===== src/inc/sprite_pivot_pkg.sv =====
package sprite_pivot_pkg;

    // ------------------------------------------------------------------
    // Bus geometry
    // ------------------------------------------------------------------
    localparam int unsigned ADDR_W        = 12;
    localparam int unsigned DATA_W        = 32;
    localparam int unsigned STRB_W        = DATA_W / 8;
    localparam int unsigned LANE_W        = 8;
    localparam int unsigned BYTE_PER_WORD = 4;

    // ------------------------------------------------------------------
    // Register map: printed offsets are indices, byte address is 4x
    // ------------------------------------------------------------------
    localparam logic [7:0]        IDX_PIVOT_X  = 8'h14;
    localparam logic [7:0]        IDX_PIVOT_Y  = 8'h16;
    localparam logic [ADDR_W-1:0] ADDR_PIVOT_X = ADDR_W'(IDX_PIVOT_X * BYTE_PER_WORD);
    localparam logic [ADDR_W-1:0] ADDR_PIVOT_Y = ADDR_W'(IDX_PIVOT_Y * BYTE_PER_WORD);

    // ------------------------------------------------------------------
    // Field layout
    // ------------------------------------------------------------------
    localparam int unsigned REG_W     = 16;
    localparam int unsigned REG_LANES = REG_W / LANE_W;
    localparam int unsigned MAG_W     = 11;
    localparam int unsigned SIGN_BIT  = 15;
    localparam int unsigned OFS_W     = MAG_W + 1;
    localparam int unsigned PIX_W     = 11;
    localparam int unsigned COORD_W   = 14;
    localparam int unsigned NUM_AXES  = 2;
    localparam int unsigned AXIS_X    = 0;
    localparam int unsigned AXIS_Y    = 1;

    localparam logic [REG_W-1:0] PIVOT_RESET = 16'h0000;

endpackage : sprite_pivot_pkg


===== src/hdl/pivot_axis_reg.sv =====
`timescale 1ns/10ps
module pivot_axis_reg (
    input  wire logic                                     core_clk,
    input  wire logic                                     rstn,
    input  wire logic                                     ce,
    input  wire logic                                     wr_en,
    input  wire logic [sprite_pivot_pkg::REG_W-1:0]       wdata,
    input  wire logic [sprite_pivot_pkg::REG_LANES-1:0]   wstrb,
    output logic      [sprite_pivot_pkg::REG_W-1:0]       value,
    output logic signed [sprite_pivot_pkg::OFS_W-1:0]     offset,
    output logic                                          negative
);

    // ------------------------------------------------------------------
    // Byte-lane storage
    // ------------------------------------------------------------------
    genvar lane;
    generate
        for (lane = 0; lane < sprite_pivot_pkg::REG_LANES; lane++) begin : g_lane
            localparam int unsigned LO = lane * sprite_pivot_pkg::LANE_W;
            always_ff @(posedge core_clk or negedge rstn) begin
                if (!rstn) begin
                    value[LO +: sprite_pivot_pkg::LANE_W] <=
                        sprite_pivot_pkg::PIVOT_RESET[LO +: sprite_pivot_pkg::LANE_W];
                end else if (ce && wr_en && wstrb[lane]) begin
                    value[LO +: sprite_pivot_pkg::LANE_W] <= wdata[LO +: sprite_pivot_pkg::LANE_W];
                end
            end
        end
    endgenerate

    // ------------------------------------------------------------------
    // Field decode
    // ------------------------------------------------------------------
    // Bits 14..11 are stored for readback but never steer the engine
    assign negative = value[sprite_pivot_pkg::SIGN_BIT];
    assign offset   = {value[sprite_pivot_pkg::SIGN_BIT],
                       value[sprite_pivot_pkg::MAG_W-1:0]};

endmodule : pivot_axis_reg


===== src/hdl/sprite_reference_point_regs.sv =====
// Function
// - Horizontal offset register keeps an 11-bit magnitude in bits 10..0.
// - Horizontal bits 15..11 are sign bits; only bit 15 marks negative.
// - Vertical offset register keeps an 11-bit magnitude in bits 10..0.
// - Vertical offset is negative when bit 15 is set; bits 14..11 ignored.
//
// The implementer's own choice: the APB interface to the registers.
`timescale 1ns/10ps
module sprite_reference_point_regs (
    input  wire logic                                       core_clk,
    input  wire logic                                       rstn,
    input  wire logic                                       ce,
    input  wire logic                                       psel,
    input  wire logic                                       penable,
    input  wire logic                                       pwrite,
    input  wire logic        [sprite_pivot_pkg::ADDR_W-1:0] paddr,
    input  wire logic        [sprite_pivot_pkg::DATA_W-1:0] pwdata,
    input  wire logic        [sprite_pivot_pkg::STRB_W-1:0] pstrb,
    output logic             [sprite_pivot_pkg::DATA_W-1:0] prdata,
    output logic                                            pready,
    output logic                                            pslverr,
    input  wire logic                                       px_valid,
    input  wire logic        [sprite_pivot_pkg::PIX_W-1:0]  px_x,
    input  wire logic        [sprite_pivot_pkg::PIX_W-1:0]  px_y,
    output logic                                            rel_valid,
    output logic signed      [sprite_pivot_pkg::COORD_W-1:0] rel_x,
    output logic signed      [sprite_pivot_pkg::COORD_W-1:0] rel_y,
    input  wire logic signed [sprite_pivot_pkg::COORD_W-1:0] ref_x,
    input  wire logic signed [sprite_pivot_pkg::COORD_W-1:0] ref_y,
    output logic signed      [sprite_pivot_pkg::COORD_W-1:0] corner_x,
    output logic signed      [sprite_pivot_pkg::COORD_W-1:0] corner_y,
    output logic signed      [sprite_pivot_pkg::OFS_W-1:0]  pivot_x,
    output logic signed      [sprite_pivot_pkg::OFS_W-1:0]  pivot_y,
    output logic                                            pivot_neg_x,
    output logic                                            pivot_neg_y
);

    localparam int unsigned NA = sprite_pivot_pkg::NUM_AXES;
    localparam int unsigned RW = sprite_pivot_pkg::REG_W;
    localparam int unsigned CW = sprite_pivot_pkg::COORD_W;
    localparam int unsigned PW = sprite_pivot_pkg::PIX_W;

    // ------------------------------------------------------------------
    // Address decode
    // ------------------------------------------------------------------
    function automatic logic [NA-1:0] decode_axis(input logic [sprite_pivot_pkg::ADDR_W-1:0] a);
        logic [NA-1:0] sel;
        sel = '0;
        if (a == sprite_pivot_pkg::ADDR_PIVOT_X) begin
            sel[sprite_pivot_pkg::AXIS_X] = 1'b1;
        end else if (a == sprite_pivot_pkg::ADDR_PIVOT_Y) begin
            sel[sprite_pivot_pkg::AXIS_Y] = 1'b1;
        end
        return sel;
    endfunction : decode_axis

    logic [NA-1:0]              axis_sel;
    logic                       hit;
    logic                       data_ready;
    logic                       complete;
    logic                       wr_take;
    logic [RW-1:0]              rd_word;
    logic [NA-1:0][RW-1:0]      pivot_reg;
    logic signed [NA-1:0][sprite_pivot_pkg::OFS_W-1:0] pivot_ofs;
    logic [NA-1:0]              pivot_neg;

    assign axis_sel = decode_axis(paddr);
    assign hit      = |axis_sel;
    // Wait states whenever ce is low, or was low in setup, so prdata is never stale
    assign pready   = psel && penable && data_ready && ce;
    assign complete = pready;
    assign pslverr  = complete && !hit;
    assign wr_take  = complete && pwrite && hit;
    assign rd_word  = axis_sel[sprite_pivot_pkg::AXIS_X] ? pivot_reg[sprite_pivot_pkg::AXIS_X] :
                      axis_sel[sprite_pivot_pkg::AXIS_Y] ? pivot_reg[sprite_pivot_pkg::AXIS_Y] :
                      '0;

    // ------------------------------------------------------------------
    // Read data and ready tracking
    // ------------------------------------------------------------------
    always_ff @(posedge core_clk or negedge rstn) begin
        if (!rstn) begin
            data_ready <= 1'b0;
            prdata     <= '0;
        end else if (ce) begin
            if (complete || !psel) begin
                data_ready <= 1'b0;
            end else if (!data_ready) begin
                data_ready <= 1'b1;
                // Upper half reads as zero; whole 16 bits read back as written
                prdata     <= {{(sprite_pivot_pkg::DATA_W-RW){1'b0}}, rd_word};
            end
        end
    end

    // ------------------------------------------------------------------
    // Offset registers
    // ------------------------------------------------------------------
    genvar ax;
    generate
        for (ax = 0; ax < NA; ax++) begin : g_axis
            pivot_axis_reg u_reg (
                .core_clk (core_clk),
                .rstn     (rstn),
                .ce       (ce),
                .wr_en    (wr_take && axis_sel[ax]),
                .wdata    (pwdata[RW-1:0]),
                .wstrb    (pstrb[sprite_pivot_pkg::REG_LANES-1:0]),
                .value    (pivot_reg[ax]),
                .offset   (pivot_ofs[ax]),
                .negative (pivot_neg[ax])
            );
        end
    endgenerate

    assign pivot_x     = pivot_ofs[sprite_pivot_pkg::AXIS_X];
    assign pivot_y     = pivot_ofs[sprite_pivot_pkg::AXIS_Y];
    assign pivot_neg_x = pivot_neg[sprite_pivot_pkg::AXIS_X];
    assign pivot_neg_y = pivot_neg[sprite_pivot_pkg::AXIS_Y];

    // ------------------------------------------------------------------
    // Transform centre and placement
    // ------------------------------------------------------------------
    logic signed [CW-1:0] ext_px_x;
    logic signed [CW-1:0] ext_px_y;
    logic signed [CW-1:0] ext_piv_x;
    logic signed [CW-1:0] ext_piv_y;
    logic signed [CW-1:0] next_rel_x;
    logic signed [CW-1:0] next_rel_y;
    logic signed [CW-1:0] next_corner_x;
    logic signed [CW-1:0] next_corner_y;

    assign ext_px_x      = signed'({{(CW-PW){1'b0}}, px_x});
    assign ext_px_y      = signed'({{(CW-PW){1'b0}}, px_y});
    assign ext_piv_x     = CW'(pivot_x);
    assign ext_piv_y     = CW'(pivot_y);
    // Pixel position seen from the pivot; rotate/mirror then acts about zero
    assign next_rel_x    = CW'(ext_px_x - ext_piv_x);
    assign next_rel_y    = CW'(ext_px_y - ext_piv_y);
    // No clamping: a pivot outside the sprite is legal, results wrap at CW bits
    assign next_corner_x = CW'(ref_x - ext_piv_x);
    assign next_corner_y = CW'(ref_y - ext_piv_y);

    always_ff @(posedge core_clk or negedge rstn) begin
        if (!rstn) begin
            rel_valid <= 1'b0;
            rel_x     <= '0;
            rel_y     <= '0;
            corner_x  <= '0;
            corner_y  <= '0;
        end else if (ce) begin
            rel_valid <= px_valid;
            if (px_valid) begin
                rel_x <= next_rel_x;
                rel_y <= next_rel_y;
            end
            corner_x  <= next_corner_x;
            corner_y  <= next_corner_y;
        end
    end
endmodule : sprite_reference_point_regs


===== config.mk =====
export PLATFORM = sky130hd
export DESIGN_NAME = sprite_reference_point_regs
export DESIGN_NICKNAME = d
export VERILOG_FILES = /design/src/inc/sprite_pivot_pkg.sv /design/src/hdl/pivot_axis_reg.sv /design/src/hdl/sprite_reference_point_regs.sv
export SDC_FILE = /design/constraint.sdc
export NUM_CORES = 1
export LEC_CHECK = 0
export BUFFER_PORTS_ARGS = -buffer_cell sky130_fd_sc_hd__buf_2
export CAP_MARGIN = 15
export CORE_MARGIN = 3
export CORE_UTILIZATION = 45
export CTS_CLUSTER_DIAMETER = 30
export DETAILED_ROUTE_END_ITERATION = 10
export PLACE_DENSITY = 0.75
export RECOVER_POWER = 25
export SYNTH_ARGS = -nofsm -noshare
export SYNTH_HDL_FRONTEND = slang
export SYNTH_SLANG_ARGS = --single-unit

===== constraint.sdc =====
create_clock -name core_clk -period 2.3 [get_ports core_clk]
set_input_delay 0.23 -clock core_clk [delete_from_list [all_inputs] [get_ports core_clk]]
set_output_delay 0.23 -clock core_clk [all_outputs]
set_load 0.05 [all_outputs]

* Yosys cells after proc, flatten, opt, wreduce, memory -nomap -nowiden *
Cells that the tools add are included.

storage, ports and cells
  register bits = 106
  bits of input ports = 105
  logic and storage cells = 45

operators by class
  add/subtract/negate cells = 4
  eq/ne operators = 2
  mux-type cells = 6
  bitwise logic cells = 2
  reductions and logical operators = 20

operators with widths
  kind                   number
  $mux W16               2
  $sub A14 B12 Y14       2
  $sub A12 B12 Y13       2
  $eq A12 B7 Y1 const B  2
  $logic_and A1 B1 Y1    14
  $mux W1                4
  $reduce_and A3 Y1      1
  $logic_not A1 Y1       2
  $not A1 Y1             2
  $reduce_and A2 Y1      1
  $reduce_or A2 Y1       1
  $logic_or A1 B1 Y1     1

* Depth between registers and ports, before layout *
  depth in word-level cells = 8
  mapped depth = 10

* Modules after synthesis *
Synthesis repeated with hierarchy kept, for this count alone.

unflattened totals
  cell total of the unflattened synthesis = 715
  area, all modules = 6775.2 um^2

modules (own cells, without submodules)
  module                       times used  cells an instance  area each (um^2)
  sprite_reference_point_regs  1           621                5378.9
  pivot_axis_reg               2           47                 698.2

* Worst setup path after synthesis *
OpenSTA, ideal clock, no wires.

  path type = register to register
  start point = register g_axis[1].u_reg.value, in the netlist g_axis[1].u_reg.offset[0]
  end point = register corner_y[12] (netlist bit)
  setup time = 0.137 ns
  arrival = 2.178 ns
  required time = 2.163 ns
  setup slack = -0.014 ns
  cell stages (with the launch flop) = 10
  path buffers = 0
  period minus slack after synthesis = 2.314 ns
  cell sequence = dfrtp_1 -> ha_1 -> inv_1 -> fa_1 -> a211o_1 -> a21o_1 -> a21o_1 -> o41ai_2 -> xor2_1 -> a21oi_1

between the ends
  word-level cells in the longest chain between the ends = 1

ends and longest elaborated chain
  what                               line                                source
  from (decl)                        pivot_axis_reg.sv:9                 output logic [sprite_pivot_pkg::REG_W-1:0] value,
  from (signal, indexed assignment)  pivot_axis_reg.sv:23                value[LO +: sprite_pivot_pkg::LANE_W] <=
  from (signal, indexed assignment)  pivot_axis_reg.sv:26                value[LO +: sprite_pivot_pkg::LANE_W] <= wdata[LO +: sprite_pivot_pkg::LANE_W];
  $sub A14 B12 Y14                   sprite_reference_point_regs.sv:142  assign next_corner_y = CW'(ref_y - ext_piv_y);
  to (signal assigned)               sprite_reference_point_regs.sv:158  corner_y <= next_corner_y;
  to (decl)                          sprite_reference_point_regs.sv:31   output logic signed [sprite_pivot_pkg::COORD_W-1:0] corner_y,

Every way passes these cells.
A chain may end at the register's enable or synchronous reset.

* Worst setup path after layout *
Same ends and word-level chain as after synthesis.

==> results by stage <==
Setup path:
- The critical-path cell with the highest stage delay is dfrtp_1.
- The data required time of the critical path is around 2.5 ns.
- Of all nets on the critical path, the largest fanout is 2.
- The kind of critical path is reg -> reg.
- For the worst setup path, the data arrival time is roughly 2.5 ns.
- Traced cell by cell, the critical path runs through ha_4, inv_2, fa_2, a211o_1, a21o_1, a21o_1, o41ai_2, xor2_1, a21oi_1.
- The endpoint kind of the worst setup timing path is a flop.
- The biggest cell delay along the critical path is 0.39 ns.
- The most common cell type on the critical path is a21o_1.
- The startpoint kind of the worst setup timing path is a flop.

Pwr:
- The total power of the final layout is 5057 uW.
- The worst-case vdd ir drop is 0.3172 mV.
- In this run the static leakage power is 0.004032 uW.
- The ratio of total power to cell area is between 600 and 700 nW/um^2.

Flow run:
- The number of maximum-capacitance constraint violations is 0.

Floorplanning:
- The number of placed I/O pins is between 200 and 250.
- The floorplan step set the die width to ~130 um.
- The total die area is around 17000 um^2.
- The number of rows created at floorplan is between 40 and 50.
- From bottom edge to top edge, the die measures ~130 um.
- The initial standard-cell utilization of the core is between 40 and 50%.
- The area of the core is around 15000 um^2.

STA:
- For the final database, setup skew stands at ~0.0066 ns.
- The maximum operating frequency is approximately 440 MHz.
- The number of setup violations in the final report is 0.
- The final-report max-slew violation count is 0.
- The worst slew margin relative to its limit is about two fifths.
- The part of the cycle the worst path needs is around 99%.
- For the finished layout, the period the worst path requires is around 2.3 ns.
- For the pin with the worst max-slew slack, the measured transition is 0.9113 ns.
- Setup repair after global routing could not meet its margin everywhere.
- The hold violation count in the final report is 0.
- Once routing completed, OpenROAD measured the worst setup slack at 0.01917 ns.

GRT:
- Across every metal layer, demand over resource in global routing totals approximately 22%.
- Entering global routing, the biggest net connects 40 pins.
- The total overflow reported by the global router is 0.
- The number of antenna violations at the first check in global routing is 1.
- The first global-routing pass estimated between 20000 and 30000 um of wire.
- The via count of the first global-routing pass is between 5000 and 6000.

Clocking:
- The clock net in this run drives a total of around 100 sinks.
- The clock insertion delay at the later pin of the skew report is 0.35 ns.
- After clock tree synthesis, the clock-pin slew on the worst setup and hold paths is 0.08 ns.
- The count of H-tree levels built during CTS is 3.
- TritonCTS built the clock tree.
- The clock passes through at most 2 buffers.
- The cell sitting at the root of the clock tree is a clkbuf_16.
- The number of buffers inserted during clock tree synthesis is 9.

Cells and area:
- The number of filler instances in the final layout is around 1300.
- The finished cells cover between 8000 and 9000 um^2.
- The fraction of layout instances using a drive strength above 1 is a little over a third.
- The area growth from synthesis to layout is 20.18%.
- For this run, the share of the core covered by cells in the final layout is between 50% and 60%.
- The number of antenna diodes in the final layout is 0.
- The layout net count is between 1000 and 1500.

Synthesis:
- The number of synthesized register bits is around 100.
- The count of mapped cells out of synthesis is between 600 and 700.
- The count of flip-flops with a built-in enable after synthesis is 0.
- Yosys printed 0 warnings.
- The sequential element share of the synthesized area is ~39%.
- A synthesized cell averages between 9 and 10 um^2.
- The top flip-flop cell by instance count after synthesis is dfrtp_1.
- In this run the biggest area consumer among cell types represents between 30% and 40% of the synthesized area.
- By area the synthesized netlist is led by dfrtp_1, ha_1, mux2_2.
- The number of different library cells used by synthesis comes to 57.
- After synthesis the cells add up to roughly 6800 um^2.
- The cell type contributing the most total cell area after synthesis is dfrtp_1.
- Of all flip-flops after synthesis, the portion carrying an async set or reset was 100.0%.

Placed design:
- Timing analysis after detailed placement gives a worst setup slack of -0.06383 ns.
- Buffers placed on the I/O ports in this run total roughly 190.
- Detailed placement ended at an HPWL of between 10000 and 15000 um.
- The placed instances occupy a cell area of 7737 um^2.
- The weighted congestion reported at the end of routability-driven placement is slightly above 0.9.

Routing:
- After the first detailed-routing iteration, the DRC count stood at 260.
- The DRC violation count after routing is 0.
- The final wirelength is approximately 18000 um.
- The average via count per standard cell is roughly 5.2.
- The count of TritonRoute iterations in the first routing pass is 6.
- The vias after detailed routing is about 5500.
- The detail route stage leaves a number of antenna-violating nets equal to 0.
- In the final routed layout, each cell accounts on average for approximately 17 um.

Status:
- The flow ran to the end, and the final reports show no timing, DRC or antenna violations.

Min path:
- In this run the worst hold path is classified as in -> reg.
## cell usage in the layout, fill, tap and decap left out, types with 6 or more instances in the layout
cell         n
a21o_1      14
xor2_1       6
xnor2_1     22
nor2_1      31
conb_1      16
mux2i_1     17
mux2_4      17
o21ai_0     55
inv_1       36
a21oi_1     27
o21a_1      11
nor2b_1     12
nand3_1      7
dfrtp_1    104
clkbuf_16    9
buf_4       22
a211oi_1     9
ha_1        45
nor3_1      12
o31ai_1     11
a21oi_2      7
mux2_2      30
buf_2      187
nand2_1     64
nand2b_1    16
## where the power goes
| part | switching, uW | internal (uW) |
|---|---|---|
| Combinational | 1000 | 415 |
| Sequential | 73.3 | 1960 |
| Clock | 746 | 857 |
| Total | 1820 | 3240 |
## per-layer routing
metal | vias up | part of all wire, % | GRT usage (%)
met5 | - | 0.072 | 0
met4 | 2 | 2.4 | 7.803
met3 | 28 | 6.9 | 4.234
met2 | 183 | 47 | 34.05
met1 | 2568 | 44 | 29.52
li1 | 2722 | - | -
## registers in the layout, indices dropped and copies added (netlist names)
signal	cells
corner_y	14
prdata	16
g_axis.u_reg.offset	22
data_ready	1
rel_valid	1
corner_x	14
rel_x	13
g_axis.u_reg.value	8
g_axis.u_reg.negative	2
rel_y	13
## synth_stat cells, types with 3 or more instances
library cell and number:
a21boi_0 5, a211o_1 3, ha_1 48, a21oi_2 3, nand2_1 64, nor4_1 3, nand3_1 7, mux2i_1 17
nand2b_1 16, o21bai_1 3, fa_1 4, a211oi_1 10, dfrtp_1 104, mux2_2 30, a31oi_1 4, and3_1 3
o21ai_0 57, mux2_4 17, nor2b_1 12, xor2_1 6, nor3_1 12, clkbuf_1 13, inv_1 40, a21o_1 14
xnor2_1 22, nor2_1 32, o211ai_1 4, o21a_1 11, a21oi_1 31, buf_4 42, buf_2 3, o31ai_1 11
## metrics by stage
| step | hold slack [ns] | setup TNS (ns) | instances |
|---|---|---|---|
| after floorplan | -0.06559 | 0 | 698 |
| after global placement | 0.2257 | -0.03572 | 1029 |
| after detailed placement | 0.2317 | -0.09854 | 1029 |
| after CTS | 0.1064 | -0.09857 | 1047 |
| after global routing | 0.1067 | -0.1837 | 1050 |
| final | 0.1194 | 0 | 1050 |
## logic make-up after synthesis
kind of cell | after synthesis | synth area share [%]
adder cells (fa/ha/maj) | 52 | 10.08
AO/OA/AOI/OAI | 169 | 15.92
other | 1 | 0.05554
buffers and inverters | 100 | 8.432
AND/OR/NAND/NOR | 165 | 12.03
XOR/XNOR | 28 | 3.632
flip-flops | 104 | 38.55
multiplexers | 64 | 11.30
## what timing repair did
item | 4_1_cts | 5_1_grt
gates resized for setup | 2 | 19
hold buffers | 1 | 0
endpoints found under the setup margin | 2 | 19
buffers inserted | 1 | 3
pin swaps | 2 | 9
hold endpoints to repair | 33 | 0
cloned | 0 | 0
## layout make-up
| type | count | area, um^2 | area share [%] |
|---|---|---|---|
| clock buffer | 9 | 225.2 | 2.776 |
| clock inverter | 7 | 78.83 | 0.9715 |
| inverter | 40 | 150.1 | 1.850 |
| multi-input combinational | 494 | 3706 | 45.67 |
| sequential | 104 | 2603 | 32.07 |
| tap | 184 | 230.2 | 2.837 |
| timing repair buffer | 212 | 1121 | 13.82 |
## worst max-delay path: cells and delay by family, from the launching register on
family	cells	cell delay, ns
buffers and inverters	1	0.03
DFF	1	0.39
AOI/OAI and AO/OA	5	1.07
adders and majority gates	2	0.48
xor gates and xnor gates	1	0.17
## worst paths after layout
path | from | endpoint | slack (ns) | cells past startpoint
min in group asynchronous | rstn | g_axis[0].u_reg.value[13] | 0.53 | 2
max in group asynchronous | rstn | g_axis[0].u_reg.offset[3] | 0.39 | 3
worst min-delay path | pwdata[10] | g_axis[0].u_reg.offset[10] | 0.12 | 2
worst max-delay path | g_axis[1].u_reg.offset[0] | corner_y[12] | 0.02 | 9
worst max register to register | g_axis[1].u_reg.offset[0] | corner_y[12] | 0.02 | 9
worst min register to register | rel_x[9] | rel_x[9] | 0.48 | 2
Power figures use the tool's default switching activity.
